File: src/logic/pif_cfg.svh
// Register offsets, field positions, reset values for the peripheral event flag block
`ifndef PIF_CFG_SVH
`define PIF_CFG_SVH
`define PIF_FLAGS_OFFSET  12'h000
`define PIF_MASK_OFFSET   12'h004
`define PIF_STATUS_OFFSET 12'h008
`define PIF_CONFIG_OFFSET 12'h00C
`define PIF_FLAGS_RESET   8'h00
`define PIF_MASK_RESET    8'h00
`define PIF_CONFIG_RESET  8'h00
`define PIF_BIT_PARALLEL  7
`define PIF_BIT_CONV      6
`define PIF_BIT_RX        5
`define PIF_BIT_TX        4
`define PIF_BIT_SYNC      3
`define PIF_BIT_CAPCMP    2
`define PIF_BIT_TIMER2    1
`define PIF_BIT_TIMER1    0
`define PIF_STICKY_MASK   8'hCF
`define PIF_CFG_NARROW    0
`endif

File: src/logic/pif_pkg.sv
// Types shared by the peripheral event flag block
package pif_pkg;
  typedef enum logic [2:0] {
    CC_OFF_type_unused = 3'h0
  } unused_type;
  typedef enum logic [1:0] {
    CC_CAPTURE = 2'h0,
    CC_COMPARE = 2'h1,
    CC_PWM     = 2'h2
  } capcmp_mode_type;
  typedef struct packed {
    logic parallel_rw;
    logic conversion_done;
    logic rx_buffer_full;
    logic tx_buffer_empty;
    logic sync_transfer_done;
    logic i2c_master_cond_done;
    logic i2c_master_ack_done;
    logic bus_start_stop_idle;
    logic capture_event;
    logic compare_match;
    logic timer_two_match;
    logic timer_one_overflow;
  } events_type;
  typedef enum logic [2:0] {
    WR_IDLE = 3'b001,
    WR_RESP = 3'b010,
    WR_HOLD = 3'b100
  } wr_state_type;
endpackage

File: src/logic/pif_event_merge.sv
// Folds peripheral event strobes into per-flag set requests
`timescale 1ns/1ps
`include "pif_cfg.svh"
module pif_event_merge
(
  // Event inputs and mode
  input  wire pif_pkg::events_type      ev,
  input  wire pif_pkg::capcmp_mode_type mode,
  // Per-flag set requests
  output logic [7:0]                    set_req
);
  import pif_pkg::*;
  always_comb
  begin
    set_req = 8'h00;
    set_req[`PIF_BIT_PARALLEL] = ev.parallel_rw;
    set_req[`PIF_BIT_CONV]     = ev.conversion_done;
    set_req[`PIF_BIT_SYNC]     = ev.sync_transfer_done | ev.i2c_master_cond_done
                               | ev.i2c_master_ack_done | ev.bus_start_stop_idle;
    // PWM leaves the flag alone
    case (mode)
      CC_CAPTURE: set_req[`PIF_BIT_CAPCMP] = ev.capture_event;
      CC_COMPARE: set_req[`PIF_BIT_CAPCMP] = ev.compare_match;
      default:    set_req[`PIF_BIT_CAPCMP] = 1'b0;
    endcase
    set_req[`PIF_BIT_TIMER2]   = ev.timer_two_match;
    set_req[`PIF_BIT_TIMER1]   = ev.timer_one_overflow;
  end
endmodule // pif_event_merge

File: src/logic/pif_sync.sv
// Two-stage synchroniser for asynchronous level inputs
`timescale 1ns/1ps
module pif_sync
#(
  parameter int WIDTH = 2
)
(
  // Clock and reset
  input  wire logic             clk,
  input  wire logic             reset,
  // Levels
  input  wire logic [WIDTH-1:0] d,
  output logic      [WIDTH-1:0] q
);
  logic [WIDTH-1:0] stage;
  logic [WIDTH-1:0] next_stage;
  logic [WIDTH-1:0] next_q;
  always_comb
  begin
    next_stage = d;
    next_q     = stage;
  end
  always_ff @(posedge clk)
  begin
    if (reset)
    begin
      stage <= '0;
      q     <= '0;
    end
    else
    begin
      stage <= next_stage;
      q     <= next_q;
    end
  end
endmodule // pif_sync

File: src/logic/peripheral_interrupt_flags.sv
// Peripheral event flag register with mask, interrupt and AXI4-Lite slave
//
// The AXI4-Lite interface to the registers and the address map were left to the implementer.
`timescale 1ns/1ps
`include "pif_cfg.svh"
module peripheral_interrupt_flags
(
  // Clock and reset
  input  wire logic                      CLK,
  input  wire logic                      RESET,
  // Peripheral events, same clock
  input  wire pif_pkg::events_type       EVENTS,
  input  wire pif_pkg::capcmp_mode_type  CAPCMP_MODE,
  // Serial buffer levels, from the serial clock domain
  input  wire logic                      RX_BUFFER_FULL,
  input  wire logic                      TX_BUFFER_EMPTY,
  // Interrupt
  output logic                           IRQ,
  // AXI4-Lite write address
  input  wire logic [11:0]               AWADDR,
  input  wire logic                      AWVALID,
  output logic                           AWREADY,
  // AXI4-Lite write data
  input  wire logic [31:0]               WDATA,
  input  wire logic [3:0]                WSTRB,
  input  wire logic                      WVALID,
  output logic                           WREADY,
  // AXI4-Lite write response
  output logic [1:0]                     BRESP,
  output logic                           BVALID,
  input  wire logic                      BREADY,
  // AXI4-Lite read address
  input  wire logic [11:0]               ARADDR,
  input  wire logic                      ARVALID,
  output logic                           ARREADY,
  // AXI4-Lite read data
  output logic [31:0]                    RDATA,
  output logic [1:0]                     RRESP,
  output logic                           RVALID,
  input  wire logic                      RREADY
);
  import pif_pkg::*;

  localparam logic [1:0] RESP_OKAY   = 2'h0;
  localparam logic [1:0] RESP_SLVERR = 2'h2;

  logic [7:0]   set_req;
  logic [1:0]   levels;
  logic [7:0]   flags;
  logic [7:0]   next_flags;
  logic [7:0]   mask;
  logic [7:0]   next_mask;
  logic         narrow;
  logic         next_narrow;
  logic [7:0]   view;
  logic [7:0]   clear_req;

  logic         aw_held;
  logic         next_aw_held;
  logic [11:0]  aw_addr;
  logic [11:0]  next_aw_addr;
  logic         w_held;
  logic         next_w_held;
  logic [31:0]  w_data;
  logic [31:0]  next_w_data;
  logic [3:0]   w_strb;
  logic [3:0]   next_w_strb;
  logic         next_bvalid;
  logic [1:0]   next_bresp;
  logic         next_rvalid;
  logic [31:0]  next_rdata;
  logic [1:0]   next_rresp;
  logic         do_write;

  pif_event_merge merge
  (
    .ev      (EVENTS),
    .mode    (CAPCMP_MODE),
    .set_req (set_req)
  );

  // Buffer levels come from another clock, so they pass two flops
  pif_sync #(.WIDTH(2)) level_sync
  (
    .clk   (CLK),
    .reset (RESET),
    .d     ({RX_BUFFER_FULL, TX_BUFFER_EMPTY}),
    .q     (levels)
  );

  // Live view: bits 5 and 4 follow the buffers and cannot be cleared
  always_comb
  begin
    view                = flags;
    view[`PIF_BIT_RX]   = levels[1];
    view[`PIF_BIT_TX]   = levels[0];
  end

  // Write channel: address and data taken in either order
  always_comb
  begin
    next_aw_held = aw_held;
    next_aw_addr = aw_addr;
    next_w_held  = w_held;
    next_w_data  = w_data;
    next_w_strb  = w_strb;
    next_bvalid  = BVALID;
    next_bresp   = BRESP;
    do_write     = 1'b0;
    if (AWVALID && AWREADY)
    begin
      next_aw_held = 1'b1;
      next_aw_addr = AWADDR;
    end
    if (WVALID && WREADY)
    begin
      next_w_held = 1'b1;
      next_w_data = WDATA;
      next_w_strb = WSTRB;
    end
    if (aw_held && w_held && !BVALID)
    begin
      do_write     = 1'b1;
      next_aw_held = 1'b0;
      next_w_held  = 1'b0;
      next_bvalid  = 1'b1;
      case (aw_addr)
        `PIF_FLAGS_OFFSET, `PIF_MASK_OFFSET, `PIF_CONFIG_OFFSET: next_bresp = RESP_OKAY;
        default: next_bresp = RESP_SLVERR;
      endcase
    end
    else if (BVALID && BREADY)
    begin
      next_bvalid = 1'b0;
    end
  end

  assign AWREADY = !aw_held && !BVALID;
  assign WREADY  = !w_held && !BVALID;

  // Register state
  always_comb
  begin
    next_mask   = mask;
    next_narrow = narrow;
    clear_req   = 8'h00;
    if (do_write && w_strb[0])
    begin
      case (aw_addr)
        `PIF_FLAGS_OFFSET:  clear_req = w_data[7:0] & `PIF_STICKY_MASK;
        `PIF_MASK_OFFSET:   next_mask = w_data[7:0];
        `PIF_CONFIG_OFFSET: next_narrow = w_data[0];
        default:            clear_req = 8'h00;
      endcase
    end
    // Set wins over clear; no enable gates the set
    next_flags = ((flags & ~clear_req) | set_req) & `PIF_STICKY_MASK;
    // Narrow variant has no parallel port, bit 7 stays reserved
    if (next_narrow)
    begin
      next_flags[`PIF_BIT_PARALLEL] = 1'b0;
    end
  end

  // Read channel: one cycle from address to data
  always_comb
  begin
    next_rvalid = RVALID;
    next_rdata  = RDATA;
    next_rresp  = RRESP;
    if (ARVALID && ARREADY)
    begin
      next_rvalid = 1'b1;
      next_rresp  = RESP_OKAY;
      case (ARADDR)
        `PIF_FLAGS_OFFSET:  next_rdata = {24'h000000, view};
        `PIF_MASK_OFFSET:   next_rdata = {24'h000000, mask};
        `PIF_STATUS_OFFSET: next_rdata = {31'h0000000, IRQ};
        `PIF_CONFIG_OFFSET: next_rdata = {31'h0000000, narrow};
        default:
        begin
          next_rdata = 32'h00000000;
          next_rresp = RESP_SLVERR;
        end
      endcase
    end
    else if (RVALID && RREADY)
    begin
      next_rvalid = 1'b0;
    end
  end

  assign ARREADY = !RVALID;
  assign IRQ     = |(view & mask);

  always_ff @(posedge CLK)
  begin
    if (RESET)
    begin
      flags   <= `PIF_FLAGS_RESET;
      mask    <= `PIF_MASK_RESET;
      narrow  <= 1'b0;
      aw_held <= 1'b0;
      aw_addr <= 12'h000;
      w_held  <= 1'b0;
      w_data  <= 32'h00000000;
      w_strb  <= 4'h0;
      BVALID  <= 1'b0;
      BRESP   <= 2'h0;
      RVALID  <= 1'b0;
      RDATA   <= 32'h00000000;
      RRESP   <= 2'h0;
    end
    else
    begin
      flags   <= next_flags;
      mask    <= next_mask;
      narrow  <= next_narrow;
      aw_held <= next_aw_held;
      aw_addr <= next_aw_addr;
      w_held  <= next_w_held;
      w_data  <= next_w_data;
      w_strb  <= next_w_strb;
      BVALID  <= next_bvalid;
      BRESP   <= next_bresp;
      RVALID  <= next_rvalid;
      RDATA   <= next_rdata;
      RRESP   <= next_rresp;
    end
  end
endmodule // peripheral_interrupt_flags

File: config.mk
export PLATFORM = sky130hd
export DESIGN_NAME = peripheral_interrupt_flags
export DESIGN_NICKNAME = d
export VERILOG_FILES = /design/src/logic/pif_pkg.sv /design/src/logic/pif_event_merge.sv /design/src/logic/pif_sync.sv /design/src/logic/peripheral_interrupt_flags.sv
export VERILOG_INCLUDE_DIRS = /design/src /design/src/logic
export SDC_FILE = /design/constraint.sdc
export NUM_CORES = 1
export LEC_CHECK = 0
export BUFFER_PORTS_ARGS = -buffer_cell sky130_fd_sc_hd__buf_4
export CORE_ASPECT_RATIO = 1.2
export CORE_MARGIN = 5
export CORE_UTILIZATION = 40
export DETAILED_ROUTE_END_ITERATION = 16
export PLACE_DENSITY = 0.71
export SLEW_MARGIN = 20
export SYNTH_ARGS = -nofsm -noshare
export SYNTH_HDL_FRONTEND = slang
export SYNTH_SLANG_ARGS = --single-unit
File: constraint.sdc
create_clock -name CLK -period 1.45 [get_ports CLK]
set_input_delay 0.2175 -clock CLK [delete_from_list [all_inputs] [get_ports CLK]]
set_output_delay 0.2175 -clock CLK [all_outputs]
set_load 0.05 [all_outputs]
**Word-level counts from Yosys, hierarchy flattened**

Index checks and enable logic that the tools add are counted.

- Register bits: 82
- Input bits: 83
- Output and inout bits: 42
- Logic and storage cells: 68

- Eq/ne operators: 6
- Multiplexer cells: 13
- Bitwise gates (word level): 7
- Reductions and logical operators: 25

Operators with widths:

| operator | count |
|---|---|
| $eq 12x4->1 const B | 3 |
| $pmux 8 s4 | 1 |
| $eq 12x3->1 const B | 2 |
| $logic_not 12->1 | 2 |
| $and 8x8->8 | 2 |
| $mux 8 | 2 |
| $logic_and 1x1->1 | 10 |
| $not 8->8 | 1 |
| $or 8x8->8 | 1 |
| $reduce_or 8->1 | 1 |
| $mux 1 | 7 |
| $logic_not 1->1 | 4 |
| $mux 2 | 2 |
| $reduce_bool 2->1 | 2 |
| $reduce_or 2->1 | 2 |
| $reduce_or 4->1 | 1 |
| $or 1x1->1 | 3 |
| $reduce_or 3->1 | 1 |
| $eq 2x1->1 const B | 1 |
| $logic_not 2->1 | 1 |
| $pmux 1 s2 | 1 |
| $reduce_and 2->1 | 1 |

**Logic depth before layout (Yosys ltp)**

- Depth in word-level cells: 8
- Mapped depth: 6
- Mapped depth without buffers: 4

**Hierarchy**

Synthesis repeated with hierarchy kept, for this count alone.

- Cells, all modules: 275
- Area total of the unflattened synthesis: 2448.6 sq um

By module, submodules not included:

| module | instances | cells each | area each (sq um) | seq. area each (sq um) |
|---|---|---|---|---|
| peripheral_interrupt_flags | 1 | 257 | 2273.4 | 1001.0 |
| pif_sync | 1 | 8 | 105.1 | 80.1 |
| pif_event_merge | 1 | 10 | 70.1 | 0.0 |

**Least setup slack after synthesis**

Ideal clock, no wire load.

- Kind: reg2reg
- From: reg flags[1]
- To: reg RDATA[0]
- Setup time: 0.132 ns
- Data arrival time: 1.526 ns
- Required time: 1.318 ns
- Setup slack: -0.208 ns
- Cell stages (with the launch flop): 5
- Buffers on the path: 0
- Clock period less this slack: 1.658 ns
- Cell sequence: dfxtp_1 > a22oi_1 > nand4_1 > a221oi_1 > nor3_1

- Word-level cells in the longest chain between the ends: 3

Ends and longest elaborated chain:

| item | line | source |
|---|---|---|
| start: declaration | peripheral_interrupt_flags.sv:49 | `logic [7:0] flags;` |
| start signal: assignment | peripheral_interrupt_flags.sv:200 | `` flags <= `PIF_FLAGS_RESET; `` |
| start signal: assignment | peripheral_interrupt_flags.sv:216 | `flags <= next_flags;` |
| $and 8x8->8 | peripheral_interrupt_flags.sv:194 | `assign IRQ = \|(view & mask);` |
| $reduce_or 8->1 | peripheral_interrupt_flags.sv:194 |  |
| named net IRQ | peripheral_interrupt_flags.sv:18 | `output logic IRQ,` |
| $pmux 8 s4 | peripheral_interrupt_flags.sv:175 | `case (ARADDR)` |
| end signal: assignment | peripheral_interrupt_flags.sv:227 | `RDATA <= next_rdata;` |
| end: declaration | peripheral_interrupt_flags.sv:37 | `output logic [31:0] RDATA,` |

The timed path passes the listed nets, and every way through them passes these cells.
A chain may end at the register's enable or synchronous reset.

**Final worst setup path**

- From: reg flags[6]
- To: out IRQ

- Word-level cells in the longest chain between the ends: 2

Ends and longest elaborated chain:

| item | line |
|---|---|
| $and 8x8->8 | peripheral_interrupt_flags.sv:194 |
| $reduce_or 8->1 | peripheral_interrupt_flags.sv:194 |
| end: declaration | peripheral_interrupt_flags.sv:18 |

Every way passes these cells.

==> impl_metrics.yaml <==
run_status:
  status: "completed"
clock_tree:
  clockBufferDepth: 2
  cts_num_sinks: 54
  cts_made_buffers: 5
  clk_latency_ns: 0.31
  cts_tree: "done"
  cts_root_buffer: "clkbuf_8"
  htreeDepth: 2
  clk_pin_slew_ns: 0.10
synthesis:
  yosysSeqAreaShare: 0.4404
  yosys_warnings: 0
  post_synth_main_area_contributors: "dfxtp_1 (44%), mux2i_1 (13%), buf_4 (8.3%)"
  ys_types: 33
  yosys.area.top_type: "dfxtp_1"
  synth.top_cell.area_share: 0.4404
  synthCells: 270
  synth_area_sq_um: 2455
  syn_avg_cell_area_sq_um: 9.092
  ys_ff_latch: 54
power:
  power_frac_clock: 0.304
  p_seq_frac: 0.488
  p_switching_mw: 0.9571
  cellPowerDensity_nw_per_um2: 1013
  pwr-share-comb: 0.208
  sw_frac_of_total: 0.2888
  p_int_mw: 2.357
  peakVddDrop_uv: 683.6
  leakage_nw: 1.434
drt:
  firstDrtPassIters: 4
  drt_iter0_markers: 68
  drc: 0
  wl_mm: 5.606
  ant_nets: 0
  vias_per_cell: 4.779
  wire_per_inst_um: 12.89
  num_vias: 2079
setup_path:
  crit_required_ns: 1.23
  crit_fanout: 3
  cpMaxStageDelayCell: "dfxtp_2"
  path_class: "register to primary output"
  cpLargestDelayFamily: "flip-flops"
  crit_buf_inv: 1
  cp-end-kind: "primary output"
  path_cells: "a22oi_2 -> nand4_1 -> buf_6"
  arrival_ns: 1.20
  start_kind: "register"
  slowest_delay_ns: 0.34
timing:
  setup_viol: 0
  fmax_mhz: 703.4
  slew_violations: 0
  hold_viol_final: 0
  fin_crit_sh: 0.9804
  skew_ns: 0.007848
  setup_tns_ns: 0
  rsz0062_at_grt: "true"
  finalCriticalPeriod_ns: 1.422
hold_path:
  hold_path_class: "primary input to register"
layout:
  areaGrowthSynthToFinish_pct: 33.23
  nNetsFinal: 435
  fin_util: 0.5440
  stdcell_area_sq_um: 3271
  drive_above_1_share: 0.3513
  antennaDiodeCount: 0
global_routing:
  grt.overflow.total: 0
  grt_pass1_wl_mm: 8.521
  antenna_found_initial: 0
  grt_pass1_vias: 1932
  grt_max_degree: 27
  track_usage: 0.1408
floorplanning:
  rows: 31
  die_area_sq_um: 7810
  die_w_um: 81.52
  die_y_um: 95.82
  io_pins: 125
  start_util: 0.4083
  core_sq_um: 6012
placement:
  routabilityCongestion: 0.7703
  numPortBuffers: 69
  hpwl_mm: 4.355
  placed_area_sq_um: 3027
run:
  drv_cap: 0
-- routing by layer --
layer / vias up / wire [um] / global-route usage
li1: 1053 / - / -
met1: 949 / 2142 / 0.1550
met2: 65 / 2915 / 0.2507
met3: 12 / 445 / 0.03933
met4: 0 / 103 / 0.05915
met5: - / 0 / 0
-- synth_stat cells --
cell type / n
dfxtp_1: 54
nor2_1: 41
mux2i_1: 31
buf_4: 27
o21ai_0: 20
a21oi_1: 13
nand2_1: 12
nand3_1: 11
inv_1: 9
nor2b_1: 6
a22oi_1: 4
a311oi_1: 4
nand4_1: 4
nor3_1: 4
buf_6: 3
clkbuf_1: 3
nor4_1: 3
a211oi_1: 2
and4_1: 2
buf_1: 2
buf_2: 2
nor4_4: 2
a221oi_1: 1
and3b_1: 1
and4b_2: 1
and4bb_1: 1
and4bb_2: 1
conb_1: 1
nand2b_1: 1
nor3b_1: 1
nor3b_2: 1
nor4b_1: 1
o221a_2: 1
-- power by group through the flow --
stage / Clock, mW / Combinational (mW) / Sequential, mW
3_5_place_dp: 0 / 0.648 / 1.65
3_3_place_gp: 0 / 0.639 / 1.64
4_1_cts: 1.03 / 0.650 / 1.61
5_1_grt: 1.08 / 0.741 / 1.63
6_report: 1.01 / 0.689 / 1.62
2_1_floorplan: 0 / 0.466 / 1.66
-- layout by cell type (no fill, tap or decap), types with 2 or more instances in the layout --
cell type,n
nor4_1,3
mux2i_1,30
nor2b_1,6
buf_6,4
nand2_1,11
a311oi_1,4
buf_12,2
a211oi_1,2
buf_4,81
nand3_1,9
a21oi_1,13
nor2_1,38
conb_1,26
dfxtp_2,10
nand3_2,2
nor4_4,2
and4_1,2
nor3_1,4
nor2_2,2
nand4_1,4
dfxtp_1,44
clkbuf_8,5
inv_1,9
o21ai_2,2
a22oi_2,3
o21ai_1,6
o21ai_0,12
-- state kept, by name, summed over array words and instances, names as in the netlist --
name / count
w_data: 8
aw_addr: 12
mask: 8
flags: 6
w_held: 1
narrow: 1
RVALID: 1
w_strb: 1
RDATA: 8
BRESP: 1
level_sync.next_q: 2
aw_held: 1
BVALID: 1
level_sync.q: 2
RRESP: 1
-- logic make-up (layout without fill, tap and decap cells) --
family                 count (synthesis)  count (layout)  share of synthesized area
other                                  1              26                   0.001528
buffers and inverters                 46             104                     0.1218
AOI/OAI and AO/OA                     45              45                     0.1081
muxes                                 31              31                     0.1264
and+or+nand+nor                       93              93                     0.2018
DFF                                   54              54                     0.4404
-- through the flow --
stage | power, mW | hold slack, ns | worst slack [ns] | instances
after floorplan | 2.127 | 0.3165 | -0.1583 | 295
after global placement | 2.281 | 0.4082 | 0.04415 | 422
after detailed placement | 2.294 | 0.4172 | -0.007197 | 422
after CTS | 3.289 | 0.07645 | 0.0009948 | 431
after global routing | 3.453 | 0.09255 | -0.04510 | 435
final | 3.314 | 0.08246 | 0.02838 | 435
-- what timing repair did --
| item | 4_1_cts | 5_1_grt |
|---|---|---|
| setup buffers | 1 | 4 |
| hold buffers | 0 | 0 |
| endpoints found under the setup margin | 2 | 16 |
| pin swaps | 4 | 17 |
| gates resized for setup | 2 | 32 |
-- final timing paths --
| kind | start | endpoint | slack, ns | cells past startpoint |
|---|---|---|---|---|
| worst max-delay path | flags[6]$_SDFF_PP0_ | IRQ | 0.03 | 3 |
| worst min-delay path | RREADY | RVALID$_SDFFE_PP0P_ | 0.08 | 2 |
| worst max register to register | aw_addr[1]$_SDFFE_PP0P_ | flags[7]$_SDFF_PP0_ | 0.03 | 4 |
| worst min register to register | level_sync.next_q[1]$_SDFF_PP0_ | level_sync.q[1]$_SDFF_PP0_ | 0.45 | 1 |
-- cell type report --
class                   instances  area (sq um)
well taps                      82         102.6
clock buffers                   6         72.57
flip-flops and latches         54          1094
fillers                       593          2741
clock inverters                 2         37.54
multi-input cells             195          1237
repair buffers                 87         693.2
inverters                       9         33.78
-- worst reg2reg max path, cell delays in order (launching register included) --
cell and delay [ns]:
dfxtp_2 0.34, nor4_4 0.36, nand4_1 0.24, mux2i_1 0.17, a311oi_1 0.23
(Power assumes the default switching activity.)
